===== src/design/adc_ctl_pkg.sv =====
// Behaviour
// [RQ1] New channel selection applies only after conversion
// [RQ2] Selection codes route single, differential, bandgap, ground
// [RQ3] Selection codes also fix differential gain
// [RQ4] Enable on; disable off and aborts conversion
// [RQ5] Single mode: each start write launches one
// [RQ6] Free running: later conversions follow each completion
// [RQ7] First conversion after enable 25, else 13
// [RQ8] Start bit reads busy; writing zero ignored
// [RQ9] Auto trigger starts on selected source rising edge
// [RQ10] Flag sets when conversion done, result updated
// [RQ11] Interrupt only when flag, enable, global enable
// [RQ12] Taking the interrupt vector clears flag
// [RQ13] Writing one clears flag, zero leaves it
// [RQ14] Prescale field divides system clock by 2..128
// [RQ15] Result pair: low byte base, high base+1
// [RQ16] Low byte read locks result until high read
// [RQ17] Software reads low byte before high byte
// [RQ18] Differential results stored in two's complement
// [RQ19] Right adjust puts result in bits 9:0
// [RQ20] Left adjust puts result in bits 15:6
// [RQ21] Adjust change reshapes visible result at once
// [RQ22] Switching to free running makes no trigger
// [RQ23] Result and flag update in same cycle
// [RQ24] Completion counted in prescaled converter clock ticks
package adc_ctl_pkg;
   // ----------------------------------------
   // Register indices (byte address is four times)
   // ----------------------------------------
   localparam logic [7:0] IDX_RES_LO = 8'h78;
   localparam logic [7:0] IDX_RES_HI = 8'h79;
   localparam logic [7:0] IDX_CTRL_A = 8'h7A;
   localparam logic [7:0] IDX_CTRL_B = 8'h7B;
   localparam logic [7:0] IDX_SEL = 8'h7C;
   // ----------------------------------------
   // Field positions
   // ----------------------------------------
   localparam int A_EN = 7;
   localparam int A_START = 6;
   localparam int A_AUTO = 5;
   localparam int A_FLAG = 4;
   localparam int A_IE = 3;
   localparam int SEL_LEFT = 5;
   // ----------------------------------------
   // Reset values
   // ----------------------------------------
   localparam logic [7:0] RST_SEL = 8'h00;
   localparam logic [2:0] RST_PS = 3'h0;
   localparam logic [2:0] RST_TRIG = 3'h0;
   localparam logic [9:0] RST_RESULT = 10'h000;
   // ----------------------------------------
   // Conversion lengths in converter clock cycles
   // ----------------------------------------
   localparam logic [4:0] NORMAL_CYC = 5'h0D;
   localparam logic [4:0] FIRST_CYC = 5'h19;
   // ----------------------------------------
   // Selection codes, gains, trigger codes
   // ----------------------------------------
   localparam logic [4:0] SEL_DIFF_LO = 5'h08;
   localparam logic [4:0] SEL_GAIN1_LO = 5'h10;
   localparam logic [4:0] SEL_BANDGAP = 5'h1E;
   localparam logic [4:0] SEL_GROUND = 5'h1F;
   localparam logic [1:0] GAIN_1X = 2'h0;
   localparam logic [1:0] GAIN_10X = 2'h1;
   localparam logic [1:0] GAIN_200X = 2'h2;
   localparam logic [2:0] TRIG_FREE = 3'h0;
   // Conversion sequencer states
   typedef enum logic {ST_IDLE = 1'b0, ST_CONV = 1'b1} conv_state_t;
endpackage : adc_ctl_pkg


===== src/design/adc_conversion_control.sv =====
`timescale 1ns/100ps
module adc_conversion_control
   import adc_ctl_pkg::*;
(
   // Clock and reset
   input wire logic mclk,
   input wire logic rst,
   // Avalon-MM slave
   input wire logic [9:0] address,
   input wire logic read,
   input wire logic write,
   input wire logic [31:0] writedata,
   output logic [31:0] readdata,
   output logic waitrequest,
   // Analog core
   input wire logic [9:0] core_data,
   output logic core_enable,
   output logic core_start,
   output logic [4:0] core_sel,
   output logic core_diff,
   output logic [1:0] core_gain,
   output logic core_bandgap,
   output logic core_ground,
   // Trigger sources and interrupt
   input wire logic [7:1] trig_src,
   input wire logic global_irq_en,
   input wire logic irq_ack,
   output logic irq
);
   // ----------------------------------------
   // Decoders
   // ----------------------------------------
   // Gain for a selection code
   function automatic logic [1:0] gain_of(input logic [4:0] s);
      if (s >= SEL_GAIN1_LO)
         return GAIN_1X; // [RQ3]
      else if (s[1])
         return GAIN_200X; // [RQ3]
      else
         return GAIN_10X; // [RQ3]
   endfunction : gain_of

   // Differential pair selected
   function automatic logic is_diff(input logic [4:0] s);
      return (s >= SEL_DIFF_LO) && (s < SEL_BANDGAP); // [RQ2]
   endfunction : is_diff

   // Result in the selected adjustment
   function automatic logic [15:0] fmt(input logic [9:0] r,
                                       input logic left);
      if (left)
         return {r, 6'h00}; // [RQ20]
      else
         return {6'h00, r}; // [RQ19]
   endfunction : fmt

   // ----------------------------------------
   // State
   // ----------------------------------------
   logic [7:0] idx; // Word index
   logic take_rd; // Read captured this cycle
   logic wr_ok; // Write accepted this cycle
   logic [7:0] reg_rd; // Addressed byte
   logic [15:0] shown; // Visible result pair
   logic [31:0] next_readdata;
   logic next_waitrequest;
   logic en, auto, flag, ie; // Control A bits
   logic [2:0] ps; // Prescale code
   logic [2:0] trig_sel; // Trigger source
   logic [7:0] sel; // Input select register
   conv_state_t st; // Sequencer state
   logic first_pend; // Next start initialises
   logic [4:0] cnt; // Ticks done
   logic [4:0] target; // Ticks needed
   logic [9:0] result; // Stored raw result
   logic locked; // Low byte read, high pending
   logic trig_prev; // Selected source last cycle
   logic fr_pulse; // Completion, free run relaunch
   logic [6:0] pre_cnt; // Prescale counter
   logic tick; // Converter clock pulse
   logic done; // Conversion completes now
   logic start; // Conversion launches now
   logic trig_lvl, trig_hit;
   logic [6:0] pre_lim;
   logic next_en, next_auto, next_flag, next_ie;
   logic [2:0] next_ps, next_trig_sel;
   logic [7:0] next_sel;
   conv_state_t next_st;
   logic next_first_pend, next_locked, next_trig_prev, next_fr_pulse;
   logic [4:0] next_cnt, next_target, next_core_sel;
   logic [9:0] next_result;
   logic [6:0] next_pre_cnt;
   logic next_tick, next_core_start, next_irq;

   // ----------------------------------------
   // Bus slave
   // ----------------------------------------
   // One wait cycle per access: read data is captured while waitrequest
   // is high; writes take effect on the next edge, where the access completes.
   always_comb
   begin
      idx = address[9:2];
      take_rd = read && waitrequest;
      wr_ok = write && !waitrequest;
      shown = fmt(result, sel[SEL_LEFT]); // [RQ21]
      unique case (idx)
         IDX_RES_LO: reg_rd = shown[7:0]; // [RQ15]
         IDX_RES_HI: reg_rd = shown[15:8]; // [RQ15]
         IDX_CTRL_A: reg_rd = {en, st == ST_CONV, auto, flag, ie, ps};
         IDX_CTRL_B: reg_rd = {5'h00, trig_sel};
         IDX_SEL: reg_rd = sel;
         default: reg_rd = 8'h00; // Unmapped reads zero
      endcase
      next_waitrequest = !((read || write) && waitrequest);
      next_readdata = take_rd ? {24'h000000, reg_rd} : readdata;
   end

   // Bus registers
   always_ff @(posedge mclk or posedge rst)
   begin
      if (rst)
      begin
         waitrequest <= 1'b1;
         readdata <= 32'h00000000;
      end
      else
      begin
         waitrequest <= next_waitrequest;
         readdata <= next_readdata;
      end
   end

   // ----------------------------------------
   // Prescaler
   // ----------------------------------------
   // Codes 0 and 1 both divide by two
   always_comb
   begin
      pre_lim = (ps <= 3'h1) ? 7'h01 : 7'((8'h01 << ps) - 8'h01); // [RQ14]
      // A prescale change mid-count must not run the counter round
      if (!en || pre_cnt >= pre_lim)
         next_pre_cnt = 7'h00;
      else
         next_pre_cnt = pre_cnt + 7'h01;
      next_tick = en && (pre_cnt >= pre_lim); // [RQ14]
   end

   // Prescaler registers
   always_ff @(posedge mclk or posedge rst)
   begin
      if (rst)
      begin
         pre_cnt <= 7'h00;
         tick <= 1'b0;
      end
      else
      begin
         pre_cnt <= next_pre_cnt;
         tick <= next_tick;
      end
   end

   // ----------------------------------------
   // Control and sequencer
   // ----------------------------------------
   always_comb
   begin
      next_en = en;
      next_auto = auto;
      next_ie = ie;
      next_ps = ps;
      next_trig_sel = trig_sel;
      next_sel = sel;
      next_locked = locked;
      // Register writes
      if (wr_ok && idx == IDX_CTRL_A)
      begin
         next_en = writedata[A_EN]; // [RQ4]
         next_auto = writedata[A_AUTO];
         next_ie = writedata[A_IE];
         next_ps = writedata[2:0];
      end
      if (wr_ok && idx == IDX_CTRL_B)
         next_trig_sel = writedata[2:0];
      if (wr_ok && idx == IDX_SEL)
         next_sel = writedata[7:0];
      // Lock taken when low byte is captured, so a completion
      // landing in the same cycle cannot split the pair
      if (take_rd && idx == IDX_RES_LO)
         next_locked = 1'b1; // [RQ16]
      else if (take_rd && idx == IDX_RES_HI)
         next_locked = 1'b0; // [RQ16]
      // Trigger: free run relaunches from completion, so switching
      // to it never sees a stale flag as an edge
      trig_lvl = (trig_sel == TRIG_FREE) ? 1'b0 : trig_src[trig_sel];
      next_trig_prev = trig_lvl;
      if (trig_sel == TRIG_FREE)
         trig_hit = fr_pulse; // [RQ6] [RQ22]
      else
         trig_hit = trig_lvl && !trig_prev; // [RQ9]
      done = (st == ST_CONV) && tick && (cnt == target - 5'h01); // [RQ24]
      next_fr_pulse = done;
      // Start: software write of one, or auto trigger; zero ignored
      start = (st == ST_IDLE) && next_en &&
              ((wr_ok && idx == IDX_CTRL_A && writedata[A_START]) ||
               (auto && trig_hit)); // [RQ5] [RQ8] [RQ9]
      next_first_pend = first_pend;
      if (next_en && !en)
         next_first_pend = 1'b1; // [RQ7]
      next_st = st;
      next_cnt = cnt;
      next_target = target;
      next_result = result;
      next_core_start = 1'b0;
      unique case (st)
         ST_IDLE:
         begin
            if (start)
            begin
               next_st = ST_CONV;
               next_cnt = 5'h00;
               next_target = next_first_pend ? FIRST_CYC
                                             : NORMAL_CYC; // [RQ7]
               next_first_pend = 1'b0;
               next_core_start = 1'b1;
            end
         end
         ST_CONV:
         begin
            if (tick)
               next_cnt = cnt + 5'h01; // [RQ24]
            if (done)
            begin
               next_st = ST_IDLE;
               if (!locked && !(take_rd && idx == IDX_RES_LO))
                  next_result = core_diff ? {~core_data[9], core_data[8:0]}
                                          : core_data; // [RQ16] [RQ18]
            end
         end
      endcase
      if (!next_en)
         next_st = ST_IDLE; // [RQ4]
      // Flag: completion wins over either clear
      next_flag = flag;
      if (wr_ok && idx == IDX_CTRL_A && writedata[A_FLAG])
         next_flag = 1'b0; // [RQ13]
      if (irq_ack)
         next_flag = 1'b0; // [RQ12]
      if (done && next_en)
         next_flag = 1'b1; // [RQ10] [RQ23]
      next_irq = next_flag && next_ie && global_irq_en; // [RQ11]
      // Selection reaches the core only between conversions
      next_core_sel = (next_st == ST_IDLE || start) ? next_sel[4:0]
                                                    : core_sel; // [RQ1]
   end

   // Control and sequencer registers
   always_ff @(posedge mclk or posedge rst)
   begin
      if (rst)
      begin
         en <= 1'b0;
         auto <= 1'b0;
         flag <= 1'b0;
         ie <= 1'b0;
         ps <= RST_PS;
         trig_sel <= RST_TRIG;
         sel <= RST_SEL;
         st <= ST_IDLE;
         first_pend <= 1'b0;
         cnt <= 5'h00;
         target <= NORMAL_CYC;
         result <= RST_RESULT;
         locked <= 1'b0;
         trig_prev <= 1'b0;
         fr_pulse <= 1'b0;
         core_enable <= 1'b0;
         core_start <= 1'b0;
         core_sel <= 5'h00;
         core_diff <= 1'b0;
         core_gain <= GAIN_1X;
         core_bandgap <= 1'b0;
         core_ground <= 1'b0;
         irq <= 1'b0;
      end
      else
      begin
         en <= next_en;
         auto <= next_auto;
         flag <= next_flag;
         ie <= next_ie;
         ps <= next_ps;
         trig_sel <= next_trig_sel;
         sel <= next_sel;
         st <= next_st;
         first_pend <= next_first_pend;
         cnt <= next_cnt;
         target <= next_target;
         result <= next_result;
         locked <= next_locked;
         trig_prev <= next_trig_prev;
         fr_pulse <= next_fr_pulse;
         core_enable <= next_en;
         core_start <= next_core_start;
         core_sel <= next_core_sel;
         core_diff <= is_diff(next_core_sel); // [RQ2]
         core_gain <= gain_of(next_core_sel); // [RQ3]
         core_bandgap <= next_core_sel == SEL_BANDGAP; // [RQ2]
         core_ground <= next_core_sel == SEL_GROUND; // [RQ2]
         irq <= next_irq;
      end
   end
endmodule : adc_conversion_control


===== config.mk =====
export PLATFORM = sky130hd
export DESIGN_NAME = adc_conversion_control
export DESIGN_NICKNAME = d
export VERILOG_FILES = /design/src/design/adc_ctl_pkg.sv /design/src/design/adc_conversion_control.sv
export SDC_FILE = /design/constraint.sdc
export NUM_CORES = 1
export LEC_CHECK = 0
export ABC_AREA = 1
export ABC_CLOCK_PERIOD_IN_PS = 2950
export BUFFER_PORTS_ARGS = -buffer_cell sky130_fd_sc_hd__buf_2
export CORE_ASPECT_RATIO = 1.75
export CORE_UTILIZATION = 45
export DETAILED_ROUTE_END_ITERATION = 8
export PLACE_DENSITY = 0.7
export REMOVE_ABC_BUFFERS = 1
export SYNTH_ARGS = -nofsm -noshare
export SYNTH_HDL_FRONTEND = slang
export SYNTH_SLANG_ARGS = --single-unit

===== constraint.sdc =====
create_clock -name mclk -period 2.95 [get_ports mclk]
set_clock_uncertainty 0.15 [all_clocks]
set_input_delay 0.4425 -clock mclk [delete_from_list [all_inputs] [get_ports mclk]]
set_output_delay 0.4425 -clock mclk [all_outputs]
set_load 0.02 [all_outputs]

==> flow_metrics.py <==
metrics = {
    "sta": {
        "finalCriticalPeriod_ns": 2.590,
        "setup_viol": 0,
        "hold_viol": 0,
        "worstMarginPinSlew_ns": 0.8623,
        "relSlewSlack_pct": 42.51,
        "slew_violations": 0,
        "rsz0062_at_grt": "false",
        "finalCritPeriodShare_pct": 87.78,
        "fin_tns_setup_ns": 0,
        "max_freq_ghz": 0.3862,
    },
    "logic_synthesis": {
        "synth_cell_types": 47,
        "netlist_area_um2": 3961,
        "ys_seq_elements": 69,
        "ys_seq_area_share_pct": 43.65,
        "synth_area_leaders": "dfrtp_1 42%, nand2_1 12%, inv_1 5.2%",
        "synth_edf_count": 0,
        "synth-async-reset-ratio_pct": 100.0,
        "yosys-top-cells-count": "130 x nand2_1, 67 x dfrtp_1, 55 x inv_1",
        "yosysMostFrequentCell": "nand2_1",
        "synth_top_cell_area_share_pct": 42.32,
        "synth_flop_cell": "dfrtp_1",
        "synth_top_cell_by_area": "dfrtp_1",
        "syn_inst": 483,
        "syn_area_per_cell_um2": 8.201,
        "yosysWarnings": 0,
    },
    "route": {
        "avgRoutedWirePerCell_um": 13.10,
        "dr.first_iter.drc_count": 128,
        "ant_nets": 0,
        "dr.pass1.iters": 5,
        "wl_um": 8753,
        "drc": 0,
        "detail_route.vias_per_cell": 4.883,
        "num_vias": 3262,
    },
    "pwr": {
        "power_density_nw_per_um2": 503.8,
        "leakagePower_uw": 0.002445,
        "peakVddDrop_mv": 0.3411,
    },
    "clock_network": {
        "post_cts_buffers": 0,
        "cts_tree": "built",
        "cts_buffers": 9,
        "cts_max_level": 3,
        "clockBufferDepth": 2,
        "clock_latency_ns": 0.33,
        "clk_pin_slew_worst_paths_ns": 0.05,
        "hold_buffers": 0,
        "root_buffer": "clkbuf_16",
        "cts_resized": 0,
        "clkSinkCount": 69,
    },
    "die": {
        "initial_core_util_pct": 47.03,
        "die_height_um": 126.1,
        "ios": 111,
        "placement_rows": 44,
        "core-area_um2": 8423,
        "dieWidth_um": 72.93,
        "die_area_um2": 9197,
    },
    "global_route": {
        "overflow": 0,
        "grt_pass1_wl_um": 14900,
        "antenna_found_initial": 0,
        "grt_max_degree": 70,
        "grt_pass1_vias": 3233,
        "track_usage_pct": 21.44,
    },
    "setup_path": {
        "end_kind": "flip-flop",
        "reg2regPathDepth": 10,
        "reg2reg_slack_ns": 0.36,
        "crit_arrival_ns": 2.68,
        "crit_fanout": 7,
        "r2r_end": "pre_cnt[3]",
        "worst-setup-path-type": "reg -> reg",
        "startpoint_type": "flip-flop",
        "r2r-start": "ps[2]",
        "worstPathRequired_ns": 3.04,
    },
    "final_layout": {
        "final_core_util_pct": 54.50,
        "antenna_cells": 0,
        "area_delta_synth_final_pct": 15.89,
        "drive_above_1_share_pct": 21.52,
        "nNetsFinal": 624,
    },
    "placement": {
        "gp_congestion": 0.9083,
        "portBuffers": 60,
        "dp_hpwl_um": 6858,
    },
    "outcome": {
        "status": "finished clean",
    },
    "hold_path": {
        "whs_path_depth": 2,
        "hold_end": "waitrequest",
        "hp-class": "in -> reg",
        "min-delay-start": "read",
    },
    "run": {
        "drv_cap": 0,
    },
}
## layout make-up
class,instances,area [um^2]
fillers,803,3832
repair buffers,63,322.8
inverters,61,231.5
well taps,115,143.9
multi-input cells,344,1846
flip-flops and latches,69,1729
clock buffers,11,242.7
clock inverters,5,75.07
## report_power, final
group	internal, uW	leakage, uW	switching, uW
clock network	757	0.000159	376
registers	972	0.000894	22.4
logic	56.4	0.00139	128
total	1790	0.00245	527
## worst max-delay path by stage
stage	start	to	slack, ns	cells after the start
2_1_floorplan	rst	auto	0.62	1
5_1_grt	ps[2]	pre_cnt[4]	0.07	12
3_3_place_gp	ps[2]	pre_cnt[4]	0.42	10
3_5_place_dp	ps[2]	pre_cnt[3]	0.34	10
4_1_cts	ps[2]	pre_cnt[3]	0.32	10
6_report	ps[2]	pre_cnt[3]	0.36	10
## cells in the final DEF (no fill, tap or decap), drive strengths merged
cell / instances
nand2: 145
dfrtp: 67
buf: 63
inv: 60
o21ai: 38
nor2: 36
nand3: 31
conb: 25
nand4: 13
ha: 11
clkbuf: 11
a21oi: 9
xnor2: 6
o22ai: 4
clkinv: 4
nor3: 4
xor2: 3
nor3b: 3
o2111ai: 3
mux2i: 2
a31oi: 2
bufinv: 2
dfstp: 2
nor4: 1
a21o: 1
o211ai: 1
nand3b: 1
mux2: 1
o21a: 1
and2: 1
o21bai: 1
a211oi: 1
## sequential cells by signal, indices dropped and copies added, names as in the netlist, 2 cells and up
| name | flops |
|---|---|
| sel | 8 |
| trig_sel | 3 |
| readdata | 8 |
| pre_cnt | 7 |
| result | 10 |
| core_sel | 5 |
| ps | 3 |
| cnt | 5 |
| core_gain | 2 |
| target | 2 |
## logic make-up (layout without fill, tap and decap cells)
kind of cell | Yosys count | count (layout) | synth area share [%]
compound gates | 61 | 61 | 8.970
xor+xnor | 9 | 9 | 1.990
fa+ha+maj | 11 | 11 | 3.474
buf+inv | 93 | 140 | 11.94
flops | 69 | 69 | 43.65
mux | 3 | 3 | 0.7896
other cells | 2 | 25 | 0.1896
simple gates | 235 | 235 | 29.00
## per-stage QoR
stage / setup WS [ns] / hold slack (ns) / instance area [um^2] / total power (uW) / instances
final: 0.3605 / 0.1302 / 4591 / 2313 / 668
after global placement: 0.4224 / 0.3107 / 4273 / 1193 / 652
after CTS: 0.3216 / 0.1181 / 4591 / 2349 / 668
after global routing: 0.07325 / 0.1280 / 4591 / 2408 / 668
after floorplan: 0.6209 / 0.3046 / 3806 / 1128 / 474
after detailed placement: 0.3398 / 0.3125 / 4273 / 1197 / 652
## worst max-delay path, stage by stage (launching register included)
cell and delay (ns):
dfrtp_1 0.40, inv_1 0.18, nand3_1 0.10, ha_1 0.25, a21oi_1 0.14, o21ai_0 0.10
ha_1 0.32, a21oi_1 0.16, o21a_1 0.16, nand4_1 0.27, nor3b_1 0.27
## metal layers
metal  vias up  global-route usage, %  part of all wire [%]
li1       1634                      -                     -
met1      1527                  23.98                    40
met2        86                  38.54                    55
met3        15                  3.760                   3.4
met4         0                  9.689                   1.9
met5         -                      0                     0
No activity file was read; power rests on OpenSTA's default activity.
